[src/inc/upf_pkg.sv]
/*
  constants, state encoding and carrier types for the usb parallel fifo port.
  assumes a single 40 MHz clock and strobes synchronous to it.
*/
// Functional notes
// - rx_avail_n is low while the receive fifo holds at least one byte and high when it is empty.
// - tx_space_n is low while the transmit fifo has room; the controller then writes by raising and lowering wr.
// - each falling edge of wr appends the byte on fifo_data_bus to the transmit fifo, unless that fifo is full.
// - while the read strobe is low the head receive byte is driven onto the bus, otherwise the bus is released.
// - each rising edge of the read strobe drops the presented byte and advances to the next one, if any.
// - the bus is eight two-way lines, bit 0 to bit 7, driven by the device on reads and sampled on writes.
// - when configured and not suspended, a low strobe on send-immediately/wakeup flushes buffered data on the next bulk in request.
// - when suspended with remote wakeup enabled, a low strobe on send-immediately/wakeup requests a resume.
// - ext_power_enable_n goes low once configured and high again while suspended.
package upf_pkg;
  localparam int UPF_DATA_W = 8;
  localparam int UPF_RX_DEPTH = 384;
  localparam int UPF_TX_DEPTH = 128;
  localparam int UPF_RX_AW = 9;
  localparam int UPF_TX_AW = 7;
  localparam logic [7:0] UPF_DATA_RST = 8'h00;
  localparam logic [UPF_RX_AW:0] UPF_RX_DEPTH_CNT = 10'h180;
  localparam logic [UPF_TX_AW:0] UPF_TX_DEPTH_CNT = 8'h80;

  typedef enum logic [1:0] {
    UPF_UNCONF = 2'b00,
    UPF_ACTIVE = 2'b01,
    UPF_SUSPEND = 2'b11
  } upf_state_t;

  // one byte with its handshake, used on both usb-facing streams
  typedef struct packed {
    logic valid;
    logic [UPF_DATA_W-1:0] data;
  } upf_byte_t;

  // parallel pin group seen by the device
  typedef struct packed {
    logic rd_n;
    logic wr;
    logic si_wu_n;
    logic [UPF_DATA_W-1:0] data_in;
  } upf_pins_in_t;
endpackage

[src/hw/upf_fifo.sv]
/*
  flip-flop fifo with valid/ready on both sides, indexed storage.
  assumes one clock and an asynchronous active-high reset.
*/
`timescale 1ns/1ps
module upf_fifo #(
  parameter int DEPTH = 128,
  parameter int AW = 7
) (
  input wire logic clk,
  input wire logic sys_rst,
  input wire logic wr_valid,
  input wire logic [7:0] wr_data,
  output logic wr_ready,
  output logic rd_valid,
  output logic [7:0] rd_data,
  input wire logic rd_ready,
  output logic [AW:0] level
);
  import upf_pkg::*;
  logic [7:0] mem [DEPTH];
  logic [AW-1:0] wp_reg, rp_reg;
  logic [AW:0] cnt_reg;
  localparam logic [AW:0] FULL_CNT = (AW+1)'(DEPTH);
  localparam logic [AW-1:0] LAST = (AW)'(DEPTH - 1);
  wire push = wr_valid && wr_ready;
  wire pop = rd_valid && rd_ready;
  assign wr_ready = cnt_reg != FULL_CNT;
  assign rd_valid = cnt_reg != '0;
  assign rd_data = mem[rp_reg];
  assign level = cnt_reg;

  always_ff @(posedge clk) begin
    if (push)
      mem[wp_reg] <= wr_data;
  end

  always_ff @(posedge clk or posedge sys_rst) begin
    if (sys_rst) begin
      wp_reg <= '0;
      rp_reg <= '0;
      cnt_reg <= '0;
    end else begin
      if (push)
        wp_reg <= (wp_reg == LAST) ? '0 : wp_reg + 1'b1;
      if (pop)
        rp_reg <= (rp_reg == LAST) ? '0 : rp_reg + 1'b1;
      cnt_reg <= cnt_reg + (AW+1)'(push) - (AW+1)'(pop);
    end
  end
endmodule

[src/hw/upf_port.sv]
/*
  asynchronous 8-bit parallel fifo port: receive and transmit fifos,
  strobe edge handling, flags, bus drive, send-immediate/wakeup and power enable.
  assumes strobes are synchronous to clk; usb engine sits on the usb-side ports.
*/
`timescale 1ns/1ps
module upf_port (
  input wire logic clk,
  input wire logic sys_rst,
  input upf_pkg::upf_pins_in_t pins_in,
  output logic [7:0] fifo_data_bus_out,
  output logic fifo_data_bus_oe,
  output logic rx_avail_n,
  output logic tx_space_n,
  output logic ext_power_enable_n,
  input upf_pkg::upf_byte_t usb_rx_in,
  output logic usb_rx_ready,
  output upf_pkg::upf_byte_t usb_tx_out,
  input wire logic usb_tx_ready,
  input wire logic usb_configured,
  input wire logic usb_suspended,
  input wire logic remote_wakeup_en,
  input wire logic bulk_in_req,
  output logic flush_pulse,
  output logic resume_req
);
  import upf_pkg::*;

  logic rd_n_reg, wr_reg, si_n_reg;
  logic flush_pend_reg;
  upf_state_t state_reg, state_next;
  logic rxq_valid, txq_ready, txq_valid;
  logic [7:0] rxq_data, txq_data;
  logic rx_ready_w;
  logic [UPF_RX_AW:0] rxq_level;
  logic [UPF_TX_AW:0] txq_level;

  // edges are found against the previous sample; inputs are already synchronous
  wire rd_rise = !rd_n_reg && pins_in.rd_n;
  wire wr_fall = wr_reg && !pins_in.wr;
  wire si_fall = si_n_reg && !pins_in.si_wu_n;
  wire rx_pop = rd_rise && rxq_valid;
  wire tx_push = wr_fall;
  wire rd_active = !pins_in.rd_n && rxq_valid;
  wire tx_pop = usb_tx_ready && usb_tx_out.valid;
  // the engine hands over a byte on valid && usb_rx_ready, so the fifo pushes on that too
  wire rx_push = usb_rx_in.valid && usb_rx_ready && rx_ready_w;
  // flags follow the fill level after this edge, so they never blink between bytes
  wire rx_keeps = (rxq_level > 10'h001) || (rxq_valid && !rx_pop) || rx_push;
  wire rx_fill_last = rxq_level == (UPF_RX_DEPTH_CNT - 10'h001) && rx_push && !rx_pop;
  wire tx_fill_last = txq_level == (UPF_TX_DEPTH_CNT - 8'h01) && tx_push && !tx_pop;
  wire tx_full_next = (!txq_ready && !tx_pop) || tx_fill_last;

  upf_fifo #(.DEPTH(UPF_RX_DEPTH), .AW(UPF_RX_AW)) u_rxq (
    .clk(clk),
    .sys_rst(sys_rst),
    .wr_valid(usb_rx_in.valid && usb_rx_ready),
    .wr_data(usb_rx_in.data),
    .wr_ready(rx_ready_w),
    .rd_valid(rxq_valid),
    .rd_data(rxq_data),
    .rd_ready(rx_pop),
    .level(rxq_level)
  );

  // a write while full is dropped by the fifo; the controller must respect tx_space_n
  upf_fifo #(.DEPTH(UPF_TX_DEPTH), .AW(UPF_TX_AW)) u_txq (
    .clk(clk),
    .sys_rst(sys_rst),
    .wr_valid(tx_push),
    .wr_data(pins_in.data_in),
    .wr_ready(txq_ready),
    .rd_valid(txq_valid),
    .rd_data(txq_data),
    .rd_ready(tx_pop),
    .level(txq_level)
  );

  always_comb begin
    state_next = state_reg;
    case (state_reg)
      UPF_UNCONF: if (usb_configured) state_next = UPF_ACTIVE;
      UPF_ACTIVE: begin
        if (!usb_configured)
          state_next = UPF_UNCONF;
        else if (usb_suspended)
          state_next = UPF_SUSPEND;
      end
      UPF_SUSPEND: begin
        if (!usb_configured)
          state_next = UPF_UNCONF;
        else if (!usb_suspended)
          state_next = UPF_ACTIVE;
      end
      default: state_next = UPF_UNCONF;
    endcase
  end

  // a held-high strobe gives no falling edge, so an unused pin never flushes or wakes
  wire flush_set = si_fall && state_reg == UPF_ACTIVE;
  wire wake_set = si_fall && state_reg == UPF_SUSPEND && remote_wakeup_en;
  wire flush_fire = (flush_pend_reg || flush_set) && bulk_in_req;

  always_ff @(posedge clk or posedge sys_rst) begin
    if (sys_rst) begin
      rd_n_reg <= 1'b1;
      wr_reg <= 1'b0;
      si_n_reg <= 1'b1;
      state_reg <= UPF_UNCONF;
      flush_pend_reg <= 1'b0;
      flush_pulse <= 1'b0;
      resume_req <= 1'b0;
      fifo_data_bus_out <= UPF_DATA_RST;
      fifo_data_bus_oe <= 1'b0;
      rx_avail_n <= 1'b1;
      tx_space_n <= 1'b1;
      ext_power_enable_n <= 1'b1;
      usb_rx_ready <= 1'b0;
      usb_tx_out <= '0;
    end else begin
      rd_n_reg <= pins_in.rd_n;
      wr_reg <= pins_in.wr;
      si_n_reg <= pins_in.si_wu_n;
      state_reg <= state_next;
      // a new strobe in the firing cycle keeps the request pending
      flush_pend_reg <= flush_set ? (flush_pend_reg || !bulk_in_req) : (flush_pend_reg && !bulk_in_req);
      flush_pulse <= flush_fire;
      resume_req <= wake_set;
      fifo_data_bus_oe <= rd_active;
      fifo_data_bus_out <= rd_active ? rxq_data : UPF_DATA_RST;
      rx_avail_n <= !rx_keeps;
      tx_space_n <= tx_full_next;
      ext_power_enable_n <= state_next != UPF_ACTIVE;
      // ready drops with the last free slot, so the engine can never overrun the fifo
      usb_rx_ready <= (rx_ready_w || rx_pop) && !rx_fill_last;
      usb_tx_out.valid <= txq_valid && !tx_pop;
      usb_tx_out.data <= txq_data;
    end
  end
endmodule

[config.mk]
export PLATFORM = sky130hd
export DESIGN_NAME = upf_port
export DESIGN_NICKNAME = d
export VERILOG_FILES = /design/src/inc/upf_pkg.sv /design/src/hw/upf_fifo.sv /design/src/hw/upf_port.sv
export SDC_FILE = /design/constraint.sdc
export NUM_CORES = 2
export LEC_CHECK = 0
export BUFFER_PORTS_ARGS = -buffer_cell sky130_fd_sc_hd__buf_4
export CAP_MARGIN = 10
export CORE_UTILIZATION = 32
export CTS_CLUSTER_DIAMETER = 120
export DETAILED_ROUTE_END_ITERATION = 12
export SYNTH_ARGS = -nofsm -noshare
export SYNTH_HDL_FRONTEND = slang
export SYNTH_HIERARCHICAL = 1
export SYNTH_SLANG_ARGS = --single-unit
export TNS_END_PERCENT = 20
[constraint.sdc]
create_clock -name clk -period 3.25 [get_ports clk]
set_clock_uncertainty 0.1 [all_clocks]
set_input_delay 0 -clock clk [delete_from_list [all_inputs] [get_ports clk]]
set_output_delay 0 -clock clk [all_outputs]
set_load 0.01 [all_outputs]
Yosys cells after proc, flatten, opt, wreduce, memory -nomap -nowiden
Memory sizes are Yosys's and may differ from the RTL's. A register that Yosys moved wholly into a read port is not among the register bits.
Cells that the tools add are included.
{ "word_totals": {"n_memories": 2, "register_bits": 72, "output_inout_bits": 24, "word_cells": 101, "in_bits": 27, "mem_bits_rw": 4096} }
{ "mem_list": {"columns": ["memory", "words", "width", "read_ports", "rd_ports_with_merged_regs", "write_ports", "line", "source"], "rows": [
  ["u_rxq.mem", 384, 8, 1, 0, 1, "upf_fifo.sv:21", "logic [7:0] mem [DEPTH];"],
  ["u_txq.mem", 128, 8, 1, 1, 1, "upf_fifo.sv:21", null]
]} }
{ "op_classes": {"muxes": 16, "n_lt_le_gt_ge": 1, "addsub": 8, "n_eq_ne": 11, "n_reduce_logical": 43} }
{ "op_table": {"columns": ["operator", "count"], "rows": [
  ["$logic_and A1 B1 Y1", 24],
  ["$add A9 B1 Y9 const B", 2],
  ["$eq A9 B9 Y1 const B", 2],
  ["$mux W9", 2],
  ["$add A7 B1 Y7 const B", 2],
  ["$eq A7 B7 Y1 const B", 2],
  ["$mux W7", 2],
  ["$add A10 B1 Y10", 1],
  ["$eq A10 B9 Y1 const B", 1],
  ["$gt A10 B1 Y1 const B", 1],
  ["$logic_not A1 Y1", 10],
  ["$mux W2", 5],
  ["$ne A10 B9 Y1 const B", 1],
  ["$reduce_bool A10 Y1", 1],
  ["$sub A10 B1 Y10", 1],
  ["$add A8 B1 Y8", 1],
  ["$eq A8 B7 Y1 const B", 1],
  ["$mux W8", 1],
  ["$ne A8 B8 Y1 const B", 1],
  ["$reduce_bool A8 Y1", 1],
  ["$sub A8 B1 Y8", 1],
  ["$logic_or A1 B1 Y1", 6],
  ["$pmux W2 S3", 1],
  ["$mux W1", 5],
  ["4 further kinds", 4]
]} }

Logic depth before layout (Yosys ltp)
{ "logic_depth": {"ltp_word": 8, "mapped_depth": 18, "depth_no_buf": 18} }

Hierarchy
The synthesis kept the hierarchy.
{ "modules_own_cells": {"columns": ["module", "n_inst", "area_each_um2", "cells_per_inst", "seq_area_each_um2"], "rows": [
  ["upf_fifo at u_rxq", 1, 121117.4, 5896, 92949.1],
  ["upf_fifo at u_txq", 1, 41182.0, 2117, 31300.0],
  ["upf_port", 1, 1024.7, 73, 757.0]
]} }

Worst setup path after synthesis
Ideal clock, no wire load.
{ "synth_timing": {"path_type": "reg-to-reg", "startpoint": "reg u_rxq.cnt_reg[2] (netlist: u_rxq/level[2])", "endpoint": "reg u_rxq.cnt_reg[8] (netlist: u_rxq/level[8])", "stages_incl_launch_ff": 19, "synth_period_minus_slack_ps": 3514, "path_slack_ps": -264, "setup_ps": 128, "path_buffers": 0, "required_ps": 3022, "arrival_ps": 3287, "cell_sequence": "dfrtp_1 -> inv_1 -> ha_1 -> nor4bb_1 -> nand3_1 -> and3b_2 -> nand2_1 -> inv_1 -> ha_1 -> inv_1 -> ha_1 -> fa_1 -> a21oi_1 -> o21bai_1 -> a21oi_1 -> o21bai_1 -> a21oi_1 -> o21bai_1 -> xor2_1"} }
{ "synth_via": {"elab_chain_cells": 4, "word_cells_on_any_way": 7, "cone_classes": "add/sub (2); eq/ne (1); reduce/logical (4)"} }
{ "synth_rtl": {"columns": ["element", "line", "source"], "rows": [
  ["from (decl)", "upf_fifo.sv:23", "logic [AW:0] cnt_reg;"],
  ["from (signal assigned)", "upf_fifo.sv:48", "cnt_reg <= cnt_reg + (AW+1)'(push) - (AW+1)'(pop);"],
  ["$reduce_bool A10 Y1", "upf_fifo.sv:29", "assign rd_valid = cnt_reg != '0;"],
  ["via rxq_valid", "upf_port.sv:32", "logic rxq_valid, txq_ready, txq_valid;"],
  ["$logic_and A1 B1 Y1", "upf_port.sv:42", "wire rx_pop = rd_rise && rxq_valid;"],
  ["via rx_pop", "upf_port.sv:42", null],
  ["$logic_and A1 B1 Y1", "upf_fifo.sv:27", "wire pop = rd_valid && rd_ready;"],
  ["via u_rxq.pop", "upf_fifo.sv:27", null],
  ["$sub A10 B1 Y10", "upf_fifo.sv:48", null]
]} }
The timed path passes the listed nets, and every way through them passes these cells.
A chain may end at the register's enable or synchronous reset.

Worst setup path in the final report
{ "layout_timing": {"startpoint": "reg u_rxq.rp_reg[6]", "endpoint": "reg fifo_data_bus_out[2]"} }
{ "layout_via": {"elab_chain_cells": 2} }
{ "layout_rtl": {"columns": ["element", "line", "source"], "rows": [
  ["from (decl)", "upf_fifo.sv:22", "logic [AW-1:0] wp_reg, rp_reg;"],
  ["from (signal assigned)", "upf_fifo.sv:47", "rp_reg <= (rp_reg == LAST) ? '0 : rp_reg + 1'b1;"],
  ["$mem_v2 Z384 W8", null, null],
  ["via rxq_data[2]", "upf_port.sv:33", "logic [7:0] rxq_data, txq_data;"],
  ["$mux W8", "upf_port.sv:130", "fifo_data_bus_out <= rd_active ? rxq_data : UPF_DATA_RST;"],
  ["to (signal assigned)", "upf_port.sv:130", null],
  ["to (decl)", "upf_port.sv:11", "output logic [7:0] fifo_data_bus_out,"]
]} }
The timed path passes the listed nets, and every way through them passes these cells.

==> flow_metrics.env <==
export IMPL_grt_ovfl_total=0
export IMPL_layout_min_cycle_time_ps=3570
export IMPL_worstPathRequired_ps=4100
export IMPL_post_place_ws_ps=-625
export IMPL_worst_pin_slew_ps=1220
export IMPL_ys_seq_elements=4176
export IMPL_dp_cells=15800
export IMPL_total_power_mw=146
export IMPL_routed_wl_um=464000
export IMPL_dieHeight_um=716
export IMPL_ios=51
export IMPL_io_buffers=50
export IMPL_final_nets=9588
export IMPL_cts_root_buffer="clkbuf_16"
export IMPL_grt_pass1_vias=88700
export IMPL_worstPathArrival_ps=4420
export IMPL_h_tree_depth=5
export IMPL_rsz0062_at_grt="true"
export IMPL_layout_drive_gt1_share_pct=30.7
export IMPL_max_flop_register="u_rxq/mem"
export IMPL_end_kind="register"
export IMPL_cp_endpoint="fifo_data_bus_out[2]"
export IMPL_gp_congestion=0.874
export IMPL_power_leakage_nw=64.6
export IMPL_synth_cells=8086
export IMPL_synth_distinct_cells=93
export IMPL_clock_sinks=4176
export IMPL_cts_made_buffers=421
export IMPL_mostFrequentLayoutCells="4096 x edfxtp_1, 1257 x buf_4, 815 x mux4_2"
export IMPL_slew_viol_final=0
export IMPL_dpl_instance_area_um2=182000
export IMPL_synth_ff_type="edfxtp_1"
export IMPL_grt_pass1_wl_um=657000
export IMPL_design_area_um2=197000
export IMPL_die_w_um=716
export IMPL_stdcell_count=16600
export IMPL_worst_slack_ps=-322
export IMPL_core_area_um2=509000
export IMPL_syn_num_nets=8150
export IMPL_async_reset_ff_share_pct=1.92
export IMPL_critPathMaxFanout=9
export IMPL_ir_drop_mv=0.617
export IMPL_grt_antenna_before_repair=16
export IMPL_hp_class="input pin to register"
export IMPL_synth_area_um2=163000
export IMPL_drt_wirelength_per_cell_um=27.9
export IMPL_first_pass_iters=10
export IMPL_powerDensity_nw_per_um2=741
export IMPL_grt_max_degree=153
export IMPL_fin_crit_sh_pct=110
export IMPL_worst_setup_path_start_kind="register"
export IMPL_status="finished, violations left"
export IMPL_setup_viol=11
export IMPL_drt_iter0_markers=10900
export IMPL_reg2reg_to="fifo_data_bus_out[2]"
export IMPL_slew_headroom_pct=18.7
export IMPL_syn_to_final_growth_pct=20.6
export IMPL_maxClockFrequency_mhz=280
export IMPL_reg2reg_slack_ps=-320
export IMPL_clk_path_buf_depth=4
export IMPL_dp_final_hpwl_um=295000
export IMPL_rows=262
export IMPL_largest_register_ffs=3072
export IMPL_start_util_pct=32.1
export IMPL_clkTransAtPathRegs_ps=60
export IMPL_hold_viol_final=0
export IMPL_synth_warnings=6
export IMPL_grtUsageTotal_pct=17.6
export IMPL_syn_avg_cell_area_um2=20.2
export IMPL_detail_route_antenna_nets=0
export IMPL_clk_latency_ps=1020
export IMPL_nFillCells=45500
export IMPL_mostFrequentLayoutCell="edfxtp_1"
export IMPL_avgViaCountPerCell=5.29
export IMPL_cts_tree="yes"
export IMPL_synth_edff_count=4096
export IMPL_dr_total_vias=87900
export IMPL_r2r_start="u_rxq/rp_reg[6]"
export IMPL_crit_path_start="u_rxq/rp_reg[6]"
export IMPL_critical_path_class="register to register"
export IMPL_yosysSeqAreaShare_pct=76.5
export IMPL_rr_worst_depth=9
export IMPL_drc=2
export IMPL_drv_cap=0
export IMPL_violations="DRC, setup timing"
export IMPL_die_area_um2=513000
-- synth_stat cells (48+ instances only) --
library cell	number	share of area, %
a21oi_1	144	0.44
mux2i_1	473	2.9
buf_4	48	0.22
buf_2	113	0.35
mux4_2	815	11
clkbuf_1	217	0.50
nand3_1	66	0.20
nand2_1	172	0.40
edfxtp_1	4096	75
nor3_1	75	0.23
nor2_1	629	1.4
o22ai_1	126	0.48
o221ai_1	98	0.53
o21ai_0	49	0.15
a22oi_1	189	0.87
buf_6	75	0.52
dfrtp_1	75	1.1
-- logic make-up (layout without fill, tap and decap cells) --
family / count (synthesis) / after routing / synth area share (%)
compound gates: 860 / 860 / 3.72
xor+xnor: 32 / 32 / 0.172
fa+ha+maj: 38 / 38 / 0.299
buf+inv: 540 / 2336 / 1.96
flops: 4176 / 4176 / 76.5
mux: 1304 / 1304 / 14.2
other cells: 0 / 5 / 0
simple gates: 1136 / 1136 / 3.06
-- how the worst min path moves through the flow --
| stage | endpoint | depth (start not counted) | start | slack, ps |
|---|---|---|---|---|
| floorplan | u_txq/level[0] | 1 | sys_rst | -110 |
| finish | u_rxq/mem[112][0] | 2 | usb_rx_in[0] | 3 |
| CTS | usb_rx_ready | 5 | usb_rx_in[8] | 6 |
| detailed placement | wr_reg | 1 | pins_in[9] | 30 |
| global route | u_rxq/mem[112][0] | 2 | usb_rx_in[0] | 20 |
| global placement | si_n_reg | 1 | pins_in[8] | 20 |
-- per-stage QoR --
step / utilization, % / TNS [ps] / hold WS [ps]
final: 38.7 / -1510 / 3.45
after global placement: 35.8 / -2700 / 23.5
after floorplan: - / 0 / -111
after detailed placement: 35.8 / -2620 / 26.7
after CTS: 38.6 / -1280 / 6.02
after global routing: 38.7 / -2460 / 16.4
-- metal layers --
metal	wire length [µm]	vias to the layer above	track usage, %
met2	217000	4234	28.2
met3	42300	789	3.39
met4	17800	2	6.17
li1	-	36300	-
met1	186000	46500	24.0
met5	13	-	0
-- power breakdown --
part           leakage, nW  switching [mW]  internal [mW]
clock network         6.64            21.0           26.9
logic                 20.2            22.1           15.4
registers             37.8           0.735           59.8
-- critical path, stage by stage, from the launching register on --
cell and delay [ps]:
dfrtp_2 570, inv_2 510, nand2_1 530, nor2_1 520, a31oi_1 190, o21ai_1 240, nor3_2 150, buf_4 180
o41ai_1 320, and2_1 170
-- cell type report --
cell class	instances	area (µm²)	share of cell area, %
multi-input combinational	3370	35700	18.1
inverter	43	171	0.0870
timing repair buffer	1512	14100	7.13
antenna	5	12.5	0.00635
tap	6732	8420	4.28
sequential	4176	125000	63.5
clock inverter	280	2650	1.34
clock buffer	501	11000	5.57
-- timing repair --
action	in CTS	in global routing
cloned	1	3
pin swaps	5	23
hold buffers	48	0
resized for setup	50	56
hold endpoints to repair	4235	0
endpoints found under the setup margin	11	13
buffers inserted	6	18
(Power assumes the default switching activity.)
